--- src/bcdau_pkg.sv ---
// Purpose: Constants, types and conversion functions of the BCD arithmetic and compare unit.
// Assumes: AHB-Lite register access, one 20 MHz clock, 32-bit data words.
// Notes: Operands and results are four-digit BCD words; a nibble above nine is taken as nine.
// Behaviour
// RL1 - Execute only when rung power flows.
// RL2 - Operand is two groups or BCD constant.
// RL3 - Compare sets greater coil 772.
// RL4 - Compare sets equal coil 773.
// RL5 - Compare sets less coil 774.
// RL6 - Add stores four-digit BCD sum.
// RL7 - Sum above 9999 sets carry 775.
// RL8 - All-zero add result sets zero 776.
// RL9 - Overflow to zero sets carry and zero.
// RL10 - Non-negative difference stored unchanged.
// RL11 - Negative difference: borrow, store 10000 minus magnitude.
// RL12 - Zero difference sets zero 776.
// RL13 - Multiply forms up to eight-digit product.
// RL14 - Low four product digits to accumulator.
// RL15 - Product digits five-eight to auxiliary.
// RL16 - Zero product sets zero 776.
// RL17 - Higher group gives the upper digits.
// RL18 - Unmet own coils clear on execution.
package bcdau_pkg;

    localparam int unsigned BCDAU_ADDR_W = 8;
    localparam logic [7:0] BCDAU_CTRL_OFS = 8'h00;
    localparam logic [7:0] BCDAU_CONST_OFS = 8'h04;
    localparam logic [7:0] BCDAU_REF_LO_OFS = 8'h08;
    localparam logic [7:0] BCDAU_REF_HI_OFS = 8'h0c;
    localparam logic [7:0] BCDAU_ACC_OFS = 8'h10;
    localparam logic [7:0] BCDAU_AUX_OFS = 8'h14;
    localparam logic [7:0] BCDAU_COILS_OFS = 8'h18;
    localparam logic [7:0] BCDAU_IRQ_STAT_OFS = 8'h1c;
    localparam logic [7:0] BCDAU_IRQ_CLR_OFS = 8'h20;
    localparam logic [7:0] BCDAU_IRQ_EN_OFS = 8'h24;

    localparam int unsigned BCDAU_CTRL_OP_LSB = 0;
    localparam int unsigned BCDAU_CTRL_SRC_BIT = 2;
    localparam int unsigned BCDAU_CTRL_POWER_BIT = 3;

    localparam logic [3:0] BCDAU_CTRL_RST = 4'h0;
    localparam logic [15:0] BCDAU_ACC_RST = 16'h0000;
    localparam logic [15:0] BCDAU_AUX_RST = 16'h0000;
    localparam logic [15:0] BCDAU_OPND_RST = 16'h0000;
    localparam logic [2:0] BCDAU_IRQ_RST = 3'h0;

    localparam logic [14:0] BCDAU_MAX4 = 15'h270f;
    localparam logic [14:0] BCDAU_MOD4 = 15'h2710;

    localparam logic [9:0] BCDAU_COIL_GT_IDX = 10'h304;
    localparam logic [9:0] BCDAU_COIL_ZERO_IDX = 10'h308;

    typedef enum logic [1:0] {
        BCDAU_OP_CMP,
        BCDAU_OP_ADD,
        BCDAU_OP_SUB,
        BCDAU_OP_MUL
    } bcdau_op_t;

    typedef struct packed {
        logic zero;
        logic carry;
        logic lt;
        logic eq;
        logic gt;
    } bcdau_coils_t;

    typedef struct packed {
        logic zero_ev;
        logic carry_ev;
        logic done_ev;
    } bcdau_irq_t;

    function automatic logic [13:0] bcdau_bcd_to_bin(input logic [15:0] b);
        logic [13:0] r;
        logic [3:0] d;
        r = 14'h0000;
        for (int i = 3; i >= 0; i--) begin
            d = (b[i*4 +: 4] > 4'h9) ? 4'h9 : b[i*4 +: 4];
            r = 14'(r * 14'h000a + 14'(d));
        end
        return r;
    endfunction : bcdau_bcd_to_bin

    function automatic logic [31:0] bcdau_bin_to_bcd8(input logic [26:0] v);
        logic [31:0] b;
        b = 32'h0000_0000;
        for (int i = 26; i >= 0; i--) begin
            for (int d = 0; d < 8; d++) begin
                if (b[d*4 +: 4] > 4'h4) begin
                    b[d*4 +: 4] = b[d*4 +: 4] + 4'h3;
                end
            end
            b = {b[30:0], v[i]};
        end
        return b;
    endfunction : bcdau_bin_to_bcd8

endpackage : bcdau_pkg

--- src/bcdau_top.sv ---
// Purpose: Four-digit BCD compare, add, subtract and multiply unit with status coils.
// Assumes: One AHB-Lite master, zero-wait slave while the clock enable is high.
// Notes: The whole operation completes in the data phase of the control write.
//
// Chosen here: the address map and the AHB-Lite interface to the registers.
`timescale 1ns/1ps

module bcdau_top
    import bcdau_pkg::*;
(
    input wire logic clk_i,
    input wire logic rst_n_i,
    input wire logic ce_i,
    input wire logic hsel_i,
    input wire logic [BCDAU_ADDR_W-1:0] haddr_i,
    input wire logic [1:0] htrans_i,
    input wire logic hwrite_i,
    input wire logic [2:0] hsize_i,
    input wire logic [31:0] hwdata_i,
    input wire logic hready_i,
    output logic [31:0] hrdata_o,
    output logic hreadyout_o,
    output logic hresp_o,
    output logic irq_o,
    output bcdau_coils_t coils_o,
    output logic [15:0] acc_o,
    output logic [15:0] aux_o
);

    logic dp_valid_reg;
    logic dp_write_reg;
    logic [BCDAU_ADDR_W-1:0] dp_addr_reg;
    logic wr_en;
    logic rd_en;
    logic [3:0] ctrl_reg;
    logic [15:0] const_reg;
    logic [7:0] ref_lo_reg;
    logic [7:0] ref_hi_reg;
    logic [15:0] acc_reg;
    logic [15:0] aux_reg;
    bcdau_coils_t coils_reg;
    bcdau_irq_t irq_stat_reg;
    bcdau_irq_t irq_en_reg;
    bcdau_op_t op_in;
    logic src_const;
    logic power;
    logic exec_req;
    logic exec_go;
    logic [15:0] opnd_bcd;
    logic [13:0] acc_val;
    logic [13:0] opnd_val;
    logic [14:0] sum;
    logic [14:0] diff;
    logic [27:0] prod;
    logic [31:0] prod_bcd;
    logic [31:0] res_bcd;
    logic [15:0] acc_next;
    logic [15:0] aux_next;
    bcdau_coils_t coils_next;
    bcdau_irq_t irq_ev;

    // Address phase is registered; hsize is ignored since only whole words are mapped.
    always_ff @(posedge clk_i or negedge rst_n_i) begin
        if (!rst_n_i) begin
            dp_valid_reg <= 1'b0;
            dp_write_reg <= 1'b0;
            dp_addr_reg <= 8'h00;
        end else if (ce_i && hready_i) begin
            dp_valid_reg <= hsel_i && htrans_i[1];
            dp_write_reg <= hwrite_i;
            dp_addr_reg <= haddr_i;
        end
    end

    // Stalling the bus while frozen keeps a data phase from being lost.
    assign hreadyout_o = ce_i;
    assign hresp_o = 1'b0;
    assign wr_en = dp_valid_reg && dp_write_reg && ce_i;
    assign rd_en = dp_valid_reg && !dp_write_reg;

    assign op_in = bcdau_op_t'(hwdata_i[BCDAU_CTRL_OP_LSB +: 2]);
    assign src_const = hwdata_i[BCDAU_CTRL_SRC_BIT];
    assign power = hwdata_i[BCDAU_CTRL_POWER_BIT];
    assign exec_req = wr_en && (dp_addr_reg == BCDAU_CTRL_OFS);
    assign exec_go = exec_req && power; // RL1

    assign opnd_bcd = src_const ? const_reg : {ref_hi_reg, ref_lo_reg}; // RL2 RL17
    assign acc_val = bcdau_bcd_to_bin(acc_reg);
    assign opnd_val = bcdau_bcd_to_bin(opnd_bcd);

    always_comb begin
        sum = 15'(acc_val) + 15'(opnd_val);
        diff = 15'h0000;
        prod = 28'(acc_val) * 28'(opnd_val); // RL13
        prod_bcd = bcdau_bin_to_bcd8(prod[26:0]);
        res_bcd = 32'h0000_0000;
        acc_next = acc_reg;
        aux_next = aux_reg;
        coils_next = coils_reg;
        unique case (op_in)
            BCDAU_OP_CMP: begin
                coils_next.gt = acc_val > opnd_val; // RL3 RL18
                coils_next.eq = acc_val == opnd_val; // RL4 RL18
                coils_next.lt = acc_val < opnd_val; // RL5 RL18
            end
            BCDAU_OP_ADD: begin
                coils_next.carry = sum > BCDAU_MAX4; // RL7 RL18
                diff = coils_next.carry ? sum - BCDAU_MOD4 : sum;
                res_bcd = bcdau_bin_to_bcd8(27'(diff));
                acc_next = res_bcd[15:0]; // RL6
                coils_next.zero = acc_next == 16'h0000; // RL8 RL9 RL18
            end
            BCDAU_OP_SUB: begin
                coils_next.carry = acc_val < opnd_val; // RL11 RL18
                // The borrow case wraps to the ten's complement of the magnitude.
                diff = coils_next.carry ? sum - 15'(opnd_val) - 15'(opnd_val) + BCDAU_MOD4
                                        : 15'(acc_val) - 15'(opnd_val); // RL10 RL11
                res_bcd = bcdau_bin_to_bcd8(27'(diff));
                acc_next = res_bcd[15:0];
                coils_next.zero = !coils_next.carry && (diff == 15'h0000); // RL12 RL18
            end
            BCDAU_OP_MUL: begin
                acc_next = prod_bcd[15:0]; // RL14
                aux_next = prod_bcd[31:16]; // RL15
                coils_next.zero = prod == 28'h000_0000; // RL16 RL18
            end
        endcase
    end

    always_ff @(posedge clk_i or negedge rst_n_i) begin
        if (!rst_n_i) begin
            ctrl_reg <= BCDAU_CTRL_RST;
            const_reg <= BCDAU_OPND_RST;
            ref_lo_reg <= BCDAU_OPND_RST[7:0];
            ref_hi_reg <= BCDAU_OPND_RST[15:8];
        end else if (wr_en) begin
            if (dp_addr_reg == BCDAU_CTRL_OFS) begin
                ctrl_reg <= hwdata_i[3:0];
            end
            if (dp_addr_reg == BCDAU_CONST_OFS) begin
                const_reg <= hwdata_i[15:0];
            end
            if (dp_addr_reg == BCDAU_REF_LO_OFS) begin
                ref_lo_reg <= hwdata_i[7:0];
            end
            if (dp_addr_reg == BCDAU_REF_HI_OFS) begin
                ref_hi_reg <= hwdata_i[7:0];
            end
        end
    end

    always_ff @(posedge clk_i or negedge rst_n_i) begin
        if (!rst_n_i) begin
            acc_reg <= BCDAU_ACC_RST;
            aux_reg <= BCDAU_AUX_RST;
            coils_reg <= '0;
        end else if (exec_go) begin
            acc_reg <= acc_next; // RL1
            aux_reg <= aux_next;
            coils_reg <= coils_next;
        end else if (wr_en && (dp_addr_reg == BCDAU_ACC_OFS)) begin
            acc_reg <= hwdata_i[15:0];
        end
    end

    assign irq_ev.done_ev = exec_go;
    assign irq_ev.carry_ev = exec_go && coils_next.carry && (op_in inside {BCDAU_OP_ADD, BCDAU_OP_SUB});
    assign irq_ev.zero_ev = exec_go && coils_next.zero && (op_in != BCDAU_OP_CMP);

    // A new event wins over a clear in the same cycle so that nothing is lost.
    always_ff @(posedge clk_i or negedge rst_n_i) begin
        if (!rst_n_i) begin
            irq_stat_reg <= BCDAU_IRQ_RST;
            irq_en_reg <= BCDAU_IRQ_RST;
        end else if (ce_i) begin
            if (wr_en && (dp_addr_reg == BCDAU_IRQ_CLR_OFS)) begin
                irq_stat_reg <= (irq_stat_reg & ~hwdata_i[2:0]) | irq_ev;
            end else begin
                irq_stat_reg <= irq_stat_reg | irq_ev;
            end
            if (wr_en && (dp_addr_reg == BCDAU_IRQ_EN_OFS)) begin
                irq_en_reg <= hwdata_i[2:0];
            end
        end
    end

    assign irq_o = |(irq_stat_reg & irq_en_reg);
    assign coils_o = coils_reg;
    assign acc_o = acc_reg;
    assign aux_o = aux_reg;

    always_comb begin
        hrdata_o = 32'h0000_0000;
        if (rd_en) begin
            unique case (dp_addr_reg)
                BCDAU_CTRL_OFS: hrdata_o = 32'(ctrl_reg);
                BCDAU_CONST_OFS: hrdata_o = 32'(const_reg);
                BCDAU_REF_LO_OFS: hrdata_o = 32'(ref_lo_reg);
                BCDAU_REF_HI_OFS: hrdata_o = 32'(ref_hi_reg);
                BCDAU_ACC_OFS: hrdata_o = 32'(acc_reg);
                BCDAU_AUX_OFS: hrdata_o = 32'(aux_reg);
                BCDAU_COILS_OFS: hrdata_o = 32'(coils_reg);
                BCDAU_IRQ_STAT_OFS: hrdata_o = 32'(irq_stat_reg);
                BCDAU_IRQ_EN_OFS: hrdata_o = 32'(irq_en_reg);
                default: hrdata_o = 32'h0000_0000;
            endcase
        end
    end
endmodule : bcdau_top

--- config.mk ---
export PLATFORM = sky130hd
export DESIGN_NAME = bcdau_top
export DESIGN_NICKNAME = d
export VERILOG_FILES = /design/src/bcdau_pkg.sv /design/src/bcdau_top.sv
export SDC_FILE = /design/constraint.sdc
export NUM_CORES = 1
export LEC_CHECK = 0
export BUFFER_PORTS_ARGS = -buffer_cell sky130_fd_sc_hd__buf_4
export CORE_MARGIN = 5
export CORE_UTILIZATION = 32
export CTS_CLUSTER_DIAMETER = 80
export DETAILED_ROUTE_END_ITERATION = 7
export GPL_TIMING_DRIVEN = 1
export PLACE_DENSITY_LB_ADDON = 0.15
export REMOVE_ABC_BUFFERS = 1
export SETUP_SLACK_MARGIN = 0.2
export SYNTH_ARGS = -nofsm -noshare
export SYNTH_HDL_FRONTEND = slang
export SYNTH_SLANG_ARGS = --single-unit
--- constraint.sdc ---
create_clock -name clk_i -period 43.5 [get_ports clk_i]
set_clock_uncertainty 0.2 [all_clocks]
set_input_delay 4.35 -clock clk_i [delete_from_list [all_inputs] [get_ports clk_i]]
set_output_delay 4.35 -clock clk_i [all_outputs]
set_load 0.05 [all_outputs]
## Word-level counts from Yosys, hierarchy flattened

Index checks and enable logic that the tools add are counted.
W data, S select, Z words.

- Input bits: 51
- Flip-flop bits (word level): 89
- Output and inout port bits: 72
- Logic and storage cells: 682

- Bitwise operators: 5
- Add/subtract/negate cells: 180
- Mux-type cells: 243
- Order comparisons: 179
- Multipliers: 7
- Eq/ne operators: 14
- Reduce and logical (&&, ||, !) cells: 34

Operator list:

| cell | number |
|---|---|
| $mux W4 | 218 |
| $gt A4 B3 Y1 const B | 152 |
| $add A4 B2 Y4 const B | 146 |
| $pmux W16 S9 | 1 |
| $mux W16 | 4 |
| $add A3 B2 Y4 const B | 13 |
| $gt A3 B3 Y1 const B | 16 |
| $pmux W16 S3 | 1 |
| $mux W3 | 15 |
| $eq A8 B5 Y1 const B | 4 |
| $gt A4 B4 Y1 const B | 8 |
| $mux W15 | 2 |
| $sub A15 B14 Y15 | 2 |
| $add A13 B4 Y14 | 2 |
| $add A14 B4 Y14 | 2 |
| $logic_not A28 Y1 | 1 |
| $mul A14 B14 Y28 | 1 |
| $mul A14 B3 Y13 const B | 2 |
| $add A3 B2 Y3 const B | 9 |
| $mul A9 B3 Y12 const B | 2 |
| $add A8 B4 Y9 | 2 |
| $eq A8 B4 Y1 const B | 2 |
| $eq A8 B6 Y1 const B | 2 |
| $logic_not A16 Y1 | 1 |
| other kinds (26) | 54 |

## Depth between registers and ports, before layout

Gate-level depths: netlist (run 1).

- Depth in word-level cells: 60
- Gate-level depth with buffers: 155
- Gate-level depth less buffers: 146

## Worst setup path before layout (run 1)

No wires, ideal clock.

- Path kind: in2reg
- Start: input hwdata_i[2]
- End: register acc_reg[10], in the netlist acc_o[10]
- Stages: 146
- Data arrival time: 35.756 ns
- Library setup time: 0.083 ns
- Required time: 43.217 ns
- Path slack: 7.461 ns
- Path buffers: 9
- Cells stage by stage: clkbuf_1 buf_1 clkbuf_1 buf_1 mux2i_1 nor2_1 ha_1 ha_1 ha_1 xnor2_1 ha_1 ha_1 a21oi_1 xnor2_1 and3_1 nand2_1 xnor2_1 ha_1 (+110 left out) inv_1 o211ai_1 a21oi_1 nor2_1 ha_1 o21a_1 xnor2_1 ha_1 nor2_1 nor2_1 a221o_1 xnor2_1 ha_1 inv_1 a21boi_0 mux2i_1 a21oi_1 o21ai_0

- Cells in the longest elaborated chain, start to end: 60
- Elaborated cells between the ends (all ways): 399
- Those cells by class: add/sub: 117; mul: 4; order compare: 114; mux: 164

Ends and longest elaborated chain:

| what | line | source |
|---|---|---|
| start, declared | bcdau_top.sv:19 | `input wire logic [31:0] hwdata_i,` |
| $mux W16 * | bcdau_top.sv:87 | `assign opnd_bcd = src_const ? const_reg : {ref_hi_reg, ref_lo_reg};` |
| $gt A4 B4 Y1 | bcdau_pkg.sv:79 | `d = (b[i*4 +: 4] > 4'h9) ? 4'h9 : b[i*4 +: 4];` |
| $mux W4 | bcdau_pkg.sv:79 |  |
| $mul A4 B3 Y7 | bcdau_pkg.sv:80 | `r = 14'(r * 14'h000a + 14'(d));` |
| $add A8 B4 Y9 | bcdau_pkg.sv:80 |  |
| $mul A9 B3 Y12 | bcdau_pkg.sv:80 |  |
| $add A13 B4 Y14 | bcdau_pkg.sv:80 |  |
| $mul A14 B3 Y13 | bcdau_pkg.sv:80 |  |
| (+44 left out) | - |  |
| $add A4 B2 Y4 / $gt A4 B3 Y1 (equally long branches) | bcdau_pkg.sv:91, bcdau_pkg.sv:90 |  |
| $mux W4 | bcdau_pkg.sv:90 | `if (b[d*4 +: 4] > 4'h4) begin` |
| $add A4 B2 Y4 / $gt A4 B3 Y1 (equally long branches) | bcdau_pkg.sv:91, bcdau_pkg.sv:90 |  |
| $mux W4 | bcdau_pkg.sv:90 |  |
| $add A4 B2 Y4 / $gt A4 B3 Y1 (equally long branches) | bcdau_pkg.sv:91, bcdau_pkg.sv:90 |  |
| $mux W4 | bcdau_pkg.sv:90 |  |
| $pmux W16 S3 * | bcdau_top.sv:100 | `unique case (op_in)` |
| $mux W16 * | bcdau_top.sv:157 | `end else if (exec_go) begin` |
| end signal, assigned | bcdau_top.sv:158 | `acc_reg <= acc_next;` |
| end signal, assigned | bcdau_top.sv:162 | `acc_reg <= hwdata_i[15:0];` |
| end, declared | bcdau_top.sv:39 | `logic [15:0] acc_reg;` |

Every way passes the cells marked *; elsewhere a longest branch is shown, timed or not. The select of a mux whose other input is x is not followed.
A chain may end at the register's enable or synchronous reset.

## Final worst setup path (run 1)

- Start: input hwdata_i[2]
- End: register acc_reg[12], in the netlist acc_o[12]

- Cells in the longest elaborated chain, start to end: 60
- Elaborated cells between the ends (all ways): 399
- Those cells by class: add/sub: 117; mul: 4; order compare: 114; mux: 164

Ends and longest elaborated chain:

| what | line |
|---|---|
| $mux W16 * | bcdau_top.sv:87 |
| $gt A4 B4 Y1 | bcdau_pkg.sv:79 |
| $mux W4 | bcdau_pkg.sv:79 |
| $mul A4 B3 Y7 | bcdau_pkg.sv:80 |
| $add A8 B4 Y9 | bcdau_pkg.sv:80 |
| $mul A9 B3 Y12 | bcdau_pkg.sv:80 |
| $add A13 B4 Y14 | bcdau_pkg.sv:80 |
| $mul A14 B3 Y13 | bcdau_pkg.sv:80 |
| (+44 left out) | - |
| $add A4 B2 Y4 / $gt A4 B3 Y1 (equally long branches) | bcdau_pkg.sv:91, bcdau_pkg.sv:90 |
| $mux W4 | bcdau_pkg.sv:90 |
| $add A4 B2 Y4 / $gt A4 B3 Y1 (equally long branches) | bcdau_pkg.sv:91, bcdau_pkg.sv:90 |
| $mux W4 | bcdau_pkg.sv:90 |
| $add A4 B2 Y4 / $gt A4 B3 Y1 (equally long branches) | bcdau_pkg.sv:91, bcdau_pkg.sv:90 |
| $mux W4 | bcdau_pkg.sv:90 |
| $pmux W16 S3 * | bcdau_top.sv:100 |
| $mux W16 * | bcdau_top.sv:157 |

Marked as above.

==> flow_summary.ini, run 1 <==
[run_status]
status = complete, no violations

[timing]
worstMarginPinSlew_ns = 1.20
setup-violations-final = 0
rsz0062_at_grt = false
finalSetupTns_ns = 0
timing.fmax_ghz = 0.0250
finalHoldViolations = 0
max_slew_margin = 0.200
period_share = 0.920
fin_crit_ns = 40.03
final-max-slew-violation-count = 0

[place]
hpwl_mm = 92.8
place_congestion = 0.828
numPortBuffers = 85

[worst_setup_path]
cpLargestDelayFamily = compound AO/OA/AOI/OAI gates
cp_max_fo = 35
cpMostUsedCell = ha_1
crit_arrival_ns = 40.04
start_kind = input pin
critPathKind = in -> reg
cp-end-kind = flip-flop
crit_path_top_delay_cell = fa_1
worstPathRequired_ns = 43.51
slowest_delay_ns = 0.58
critical_path_buf_inv_count = 15

[final_layout]
area_growth_pct = 6.72
multiInputGateArea_um2 = 34200
drive_gt1_frac = 0.0865
diodes = 0
layout_common_cells = ha_1, nand2_1, nor2_1
final_common_cell = ha_1
regArea_um2 = 2230
fill_cells = 13200
nets = 5865

[route]
ant_nets = 0
num_vias = 37500
vias_per_cell = 5.49
first_pass_iters = 6
wl_mm = 113
wl_per_cell_um = 16.6
drt_iter0_drc = 2221
drc = 0

[synth]
yosysWarnings = 0
synth_cells = 5214
synth_ff_type = dfrtp_1
synthesis.area_um2 = 38900
yosysUniqueCellTypes = 148
ys_ff_latch = 89
async_flop_share = 1.00
synth_edf_count = 0
avgSynthCellArea_um2 = 7.47
yosysSeqAreaShare = 0.0572

[die]
core-area_um2 = 121000
die_x_um = 359
dieArea_um2 = 129000
io_pins = 123
rows = 128
die_h_um = 359
start_util = 0.321

[global_routing]
grt_pass1_vias = 36100
grt_pass1_wl_mm = 188
grt_overflow = 0
grt.total_usage = 0.168
antenna_found_initial = 1
grt_max_degree = 56

[clock_network]
ctsHtreeMaxLevel = 3
cts_tree = yes
cts.sinks = 89
postCtsHoldBufs = 0
root_buffer = clkbuf_16
clk_latency_ns = 0.36
cts_buffers = 9
clk_path_buf_depth = 2
cts.reportedPaths.clkPinSlew_ns = 0.08

[flow_run]
maxCapViolCount = 0

[min_path]
min_path_type = reg -> reg
-- path summary, 6_finish.rpt --
check,start,to,slack (ns),depth (start not counted)
max,hwdata_i[2],acc_o[12]$_DFFE_PN0P_,3.47,140
min,ctrl_reg[3]$_DFFE_PN0P_,ctrl_reg[3]$_DFFE_PN0P_,0.29,2
max reg2reg,const_reg[15]$_DFFE_PN0P_,acc_o[12]$_DFFE_PN0P_,7.54,139
min reg2reg,ctrl_reg[3]$_DFFE_PN0P_,ctrl_reg[3]$_DFFE_PN0P_,0.29,2
max in group asynchronous,rst_n_i,acc_o[15]$_DFFE_PN0P_,38.22,2
min in group asynchronous,rst_n_i,ref_hi_reg[2]$_DFFE_PN0P_,3.76,1
-- tightest hold or removal path: cells and delay by family (launching register included) --
family           cells  cell delay, ns
DFF                  1            0.35
and+or+nand+nor      2            0.11
-- metrics by stage --
step / instance area, µm² / cells / setup WS [ns] / hold WS [ns] / utilization
6_report: 41600 / 6818 / 3.47 / 0.285 / 0.342
5_1_grt: 41600 / 6818 / 0.391 / 0.333 / 0.342
4_1_cts: 41600 / 6818 / 3.27 / 0.287 / 0.342
3_5_place_dp: 41300 / 6802 / 3.05 / 0.268 / 0.340
3_3_place_gp: 41300 / 6802 / 3.15 / 0.262 / 0.340
2_1_floorplan: 38100 / 5030 / 8.39 / 0.248 / -
-- layer usage --
metal  GRT usage  vias to the layer above  share of wire
li1            -                    19000              -
met1       0.238                    17800           0.49
met2       0.292                      590           0.47
met3     0.00934                       58          0.030
met4      0.0147                        0         0.0082
met5           0                        -              0
-- synth_stat cells, drive strengths merged (89+ instances only) --
library cell	count	area share
mux2i	173	0.045
nand2	470	0.045
nor2	461	0.045
clkbuf	131	0.013
ha	471	0.15
mux2	120	0.035
xor2	107	0.024
dfrtp	89	0.057
o21ai	263	0.034
nor3	145	0.020
nand3	140	0.018
fa	155	0.080
inv	447	0.043
a21oi	387	0.051
a21o	92	0.018
xnor2	221	0.050
-- logic make-up (layout without fill, tap and decap cells) --
| family | Yosys count | count (layout) | share of synthesized area |
|---|---|---|---|
| other cells | 1 | 18 | 0.0000963 |
| xor+xnor | 333 | 333 | 0.0770 |
| flops | 89 | 89 | 0.0572 |
| buf+inv | 654 | 616 | 0.0671 |
| mux | 293 | 293 | 0.0795 |
| fa+ha+maj | 630 | 630 | 0.232 |
| simple gates | 1706 | 1706 | 0.213 |
| compound gates | 1508 | 1508 | 0.274 |
-- layout make-up --
type	count	share of cell area
timing repair buffer	147	0.0266
tap	1625	0.0489
clock buffer	12	0.00593
multi-input combinational	4488	0.823
inverter	453	0.0410
clock inverter	4	0.000692
sequential	89	0.0536
-- timing repair --
action / in CTS / in global routing
hold endpoints to repair: 0 / 0
gates resized for setup: 0 / 2
endpoints found under the setup margin: 0 / 2
setup buffers: 0 / 0
Power of run 1 is not shown: default switching activity piles up to over one toggle a cycle in this logic, so the estimate is an artifact.
==> inputs of run 2 (changes only) <==
- PLACE_DENSITY_LB_ADDON: 0.15 -> 0.12
==> run 2 against run 1 <==
  * Critical path depth decreased by 2
  * Core utilization about the same
  * Worst hold slack improved by 0.00086 ns
  * Clock-buffer cell count decreased by 1
  * Critical path type unchanged
  * Critical endpoint unchanged
  * Highest routed layer unchanged
==> flow_summary.ini, run 2 (synthesis results as in run 1) <==
[final_layout]
finish.utilization = 0.343
area_growth_pct = 6.77
drive_gt1_frac = 0.0871
regArea_um2 = 2230
diodes = 0
nets = 5864
multiInputGateArea_um2 = 34200
final_common_cell = ha_1
layout_common_cells = ha_1, nand2_1, nor2_1
fill_cells = 13200

[worst_setup_path]
crit_path_top_delay_cell = a221oi_1
slowest_delay_ns = 0.71
cp_max_fo = 35
cp-end-kind = flip-flop
cpMostUsedCell = ha_1
r2r_end = acc_o[12]$_DFFE_PN0P_
critPathKind = in -> reg
start_kind = input pin
worstPathRequired_ns = 43.50
crit_arrival_ns = 40.19
worst-r2r-setup-slack_ns = 7.37
rr_startpoint = const_reg[15]$_DFFE_PN0P_
rr_worst_depth = 137

[place]
place_congestion = 0.824
numPortBuffers = 85
hpwl_mm = 94.1

[global_routing]
grt_pass1_wl_mm = 188
grt_max_degree = 75
grt_pass1_vias = 35600
grt.total_usage = 0.169
grt_overflow = 0
antenna_found_initial = 0

[clock_network]
cts_tree = yes
root_buffer = clkbuf_16
cts_buffers = 9
post-cts-setup-buffers = 0
clk_latency_ns = 0.35
cts.reportedPaths.clkPinSlew_ns = 0.07
clk_path_buf_depth = 2
ctsHtreeMaxLevel = 3
cts.sinks = 89

[min_path]
min_path_type = reg -> reg
min-delay-start = ctrl_reg[3]$_DFFE_PN0P_
whs_path_depth = 2
min_to = ctrl_reg[3]$_DFFE_PN0P_

[timing]
setup-violations-final = 0
max_slew_margin = 0.224
worstMarginPinSlew_ns = 1.15
timing.fmax_ghz = 0.0249
finalSetupTns_ns = 0
rsz0062_at_grt = false
finalHoldViolations = 0
final-max-slew-violation-count = 0
fin_crit_ns = 40.19
period_share = 0.924

[die]
dieArea_um2 = 129000
die_x_um = 359
core-area_um2 = 121000
die_h_um = 359
start_util = 0.321
rows = 128
io_pins = 123

[route]
ant_nets = 0
num_vias = 37500
wl_mm = 115
first_pass_iters = 6
wl_per_cell_um = 16.8
drt_iter0_drc = 2158
vias_per_cell = 5.50
drc = 0

[flow_run]
maxCapViolCount = 0

[run_status]
status = complete, no violations
## run 2: stage by stage
stage,hold slack [ns],area [µm²],setup slack (ns),std cells
after detailed placement,0.278,41300,3.02,6801
final,0.286,41600,3.31,6817
after global routing,0.323,41600,0.293,6817
after global placement,0.262,41300,2.90,6801
after CTS,0.292,41600,3.25,6817
after floorplan,0.248,38100,8.39,5030
## run 2: area by class of cell
type,instances,area share
multi-input cells,4488,0.823
flip-flops and latches,89,0.0536
well taps,1625,0.0489
inverters,453,0.0410
repair buffers,146,0.0264
clock buffers,11,0.00608
clock inverters,5,0.000933
## run 2: timing repair
action | CTS | global route
setup endpoints to repair | 0 | 1
hold buffers | 0 | 0
gates resized for setup | 0 | 1
## run 2: critical path: cells and delay by family
kind	cells	cell delay, ns
xor+xnor	13	2.95
simple gates	30	6.56
mux	4	1.49
compound gates	48	12.14
fa+ha+maj	29	10.80
buf+inv	14	1.87
## run 2: worst max path at each step
stage,startpoint,cells after the start,endpoint
finish,hwdata_i[2],138,acc_o[12]$_DFFE_PN0P_
global route,hwdata_i[2],140,acc_o[12]$_DFFE_PN0P_
CTS,hwdata_i[2],140,acc_o[12]$_DFFE_PN0P_
detailed placement,hwdata_i[2],140,acc_o[12]$_DFFE_PN0P_
global placement,hwdata_i[2],140,acc_o[12]$_DFFE_PN0P_
floorplan,hwdata_i[2],138,acc_o[10]$_DFFE_PN0P_
## run 2: metal layers
metal | track usage | up-vias | wire length, µm
met3 | 0.0102 | 66 | 3180
met1 | 0.238 | 17900 | 55900
met5 | 0 | - | 0
li1 | - | 18900 | -
met2 | 0.294 | 614 | 54500
met4 | 0.0192 | 0 | 1220
Power of run 2 is left out for the same reason.
==> inputs of run 3 (changes only) <==
- PLACE_DENSITY: unset -> 0.44
- PLACE_DENSITY_LB_ADDON: 0.12 -> unset
==> run 3 against run 2 <==
  * First-iteration DRC count is 1.9% higher
  * Sequential share of layout area about the same
  * Clock-buffer cell count down 1
  * Flip-flop and latch count did not move
  * Wire length grew 0.16%
  * Highest routed layer unchanged
==> flow_summary.ini, run 3 (synthesis results as in run 1) <==
[worst_setup_path]
critical_path_buf_inv_count = 15
slowest_delay_ns = 0.69
critPathKind = in -> reg
crit_path_top_delay_cell = a221oi_1
cp-end-kind = flip-flop
cpLargestDelayFamily = compound AO/OA/AOI/OAI gates
start_kind = input pin
worstPathRequired_ns = 43.51
cp_max_fo = 35
crit_arrival_ns = 40.50
rr_worst_depth = 139
cp_num_cells = 140
cpMostUsedCell = ha_1

[clock_network]
post-cts-setup-buffers = 0
cts.reportedPaths.clkPinSlew_ns = 0.07
postCtsHoldBufs = 0
clk_path_buf_depth = 2
cts_tree = yes
cts_resized = 0
ctsHtreeMaxLevel = 3
cts.sinks = 89
root_buffer = clkbuf_16
clk_latency_ns = 0.35
cts_buffers = 9

[route]
wl_mm = 115
num_vias = 37400
vias_per_cell = 5.48
drt_iter0_drc = 2200
wl_per_cell_um = 16.9
first_pass_iters = 6
ant_nets = 0
drc = 0

[timing]
final-max-slew-violation-count = 0
period_share = 0.931
finalHoldViolations = 0
setup-violations-final = 0
rsz0062_at_grt = false
timing.fmax_ghz = 0.0247
finalSetupTns_ns = 0
fin_ws_ns = 3.01
fin_crit_ns = 40.49
worstMarginPinSlew_ns = 1.15
max_slew_margin = 0.231

[die]
core-area_um2 = 121000
die_h_um = 359
die_x_um = 359
rows = 128
io_pins = 123
dieArea_um2 = 129000
start_util = 0.321

[global_routing]
grt_overflow = 0
antenna_found_initial = 0
grt_pass1_vias = 36000
grt_max_degree = 61
grt.total_usage = 0.171
grt_pass1_wl_mm = 190

[run_status]
status = complete, no violations

[place]
post-place-ws_ns = 3.10
hpwl_mm = 94.5
numPortBuffers = 85
place_congestion = 0.819

[flow_run]
maxCapViolCount = 0

[final_layout]
area_growth_pct = 6.89
layout_common_cells = ha_1, nand2_1, nor2_1
nets = 5867
drive_gt1_frac = 0.0874
diodes = 0
final_common_cell = ha_1
fill_cells = 13200

[min_path]
whs_path_depth = 2
min_path_type = reg -> reg
[run 3: tightest hold or removal path, stage by stage (launching register included)]
cell     delay, ns
dfrtp_1       0.34
nand2_1       0.05
nand2_1       0.06
[run 3: layout make-up]
cell class                 instances  area (µm²)  share of cell area
tap                             1625        2030              0.0488
clock inverter                     6        73.8             0.00177
inverter                         453        1710              0.0410
clock buffer                      10         239             0.00574
sequential                        89        2230              0.0535
multi-input combinational       4488       34200               0.822
timing repair buffer             149        1120              0.0269
[run 3: final timing paths]
| path | start | to | slack [ns] |
|---|---|---|---|
| min | ctrl_reg[3]$_DFFE_PN0P_ | ctrl_reg[3]$_DFFE_PN0P_ | 0.28 |
| min reg2reg | ctrl_reg[3]$_DFFE_PN0P_ | ctrl_reg[3]$_DFFE_PN0P_ | 0.28 |
| min in group asynchronous | rst_n_i | dp_addr_reg[4]$_DFFE_PN0P_ | 3.72 |
| max reg2reg | const_reg[15]$_DFFE_PN0P_ | acc_o[12]$_DFFE_PN0P_ | 7.08 |
| max | hwdata_i[2] | acc_o[12]$_DFFE_PN0P_ | 3.01 |
| max in group asynchronous | rst_n_i | aux_o[4]$_DFFE_PN0P_ | 38.24 |
[run 3: layer usage]
metal / up-vias / global-route usage / wire length [µm]
met5: - / 0 / 0
met3: 67 / 0.0143 / 3480
met2: 571 / 0.296 / 54600
met4: 0 / 0.0196 / 1260
li1: 18900 / - / -
met1: 17800 / 0.238 / 55600
[run 3: through the flow]
stage               instances   util  hold slack [ns]  cell area [µm²]
global route             6820  0.343            0.296            41600
detailed placement       6804  0.340            0.267            41300
global placement         6804  0.340            0.267            41300
finish                   6820  0.343            0.284            41600
floorplan                5030      -            0.248            38100
CTS                      6820  0.343            0.284            41600
Power of run 3 is left out for the same reason.
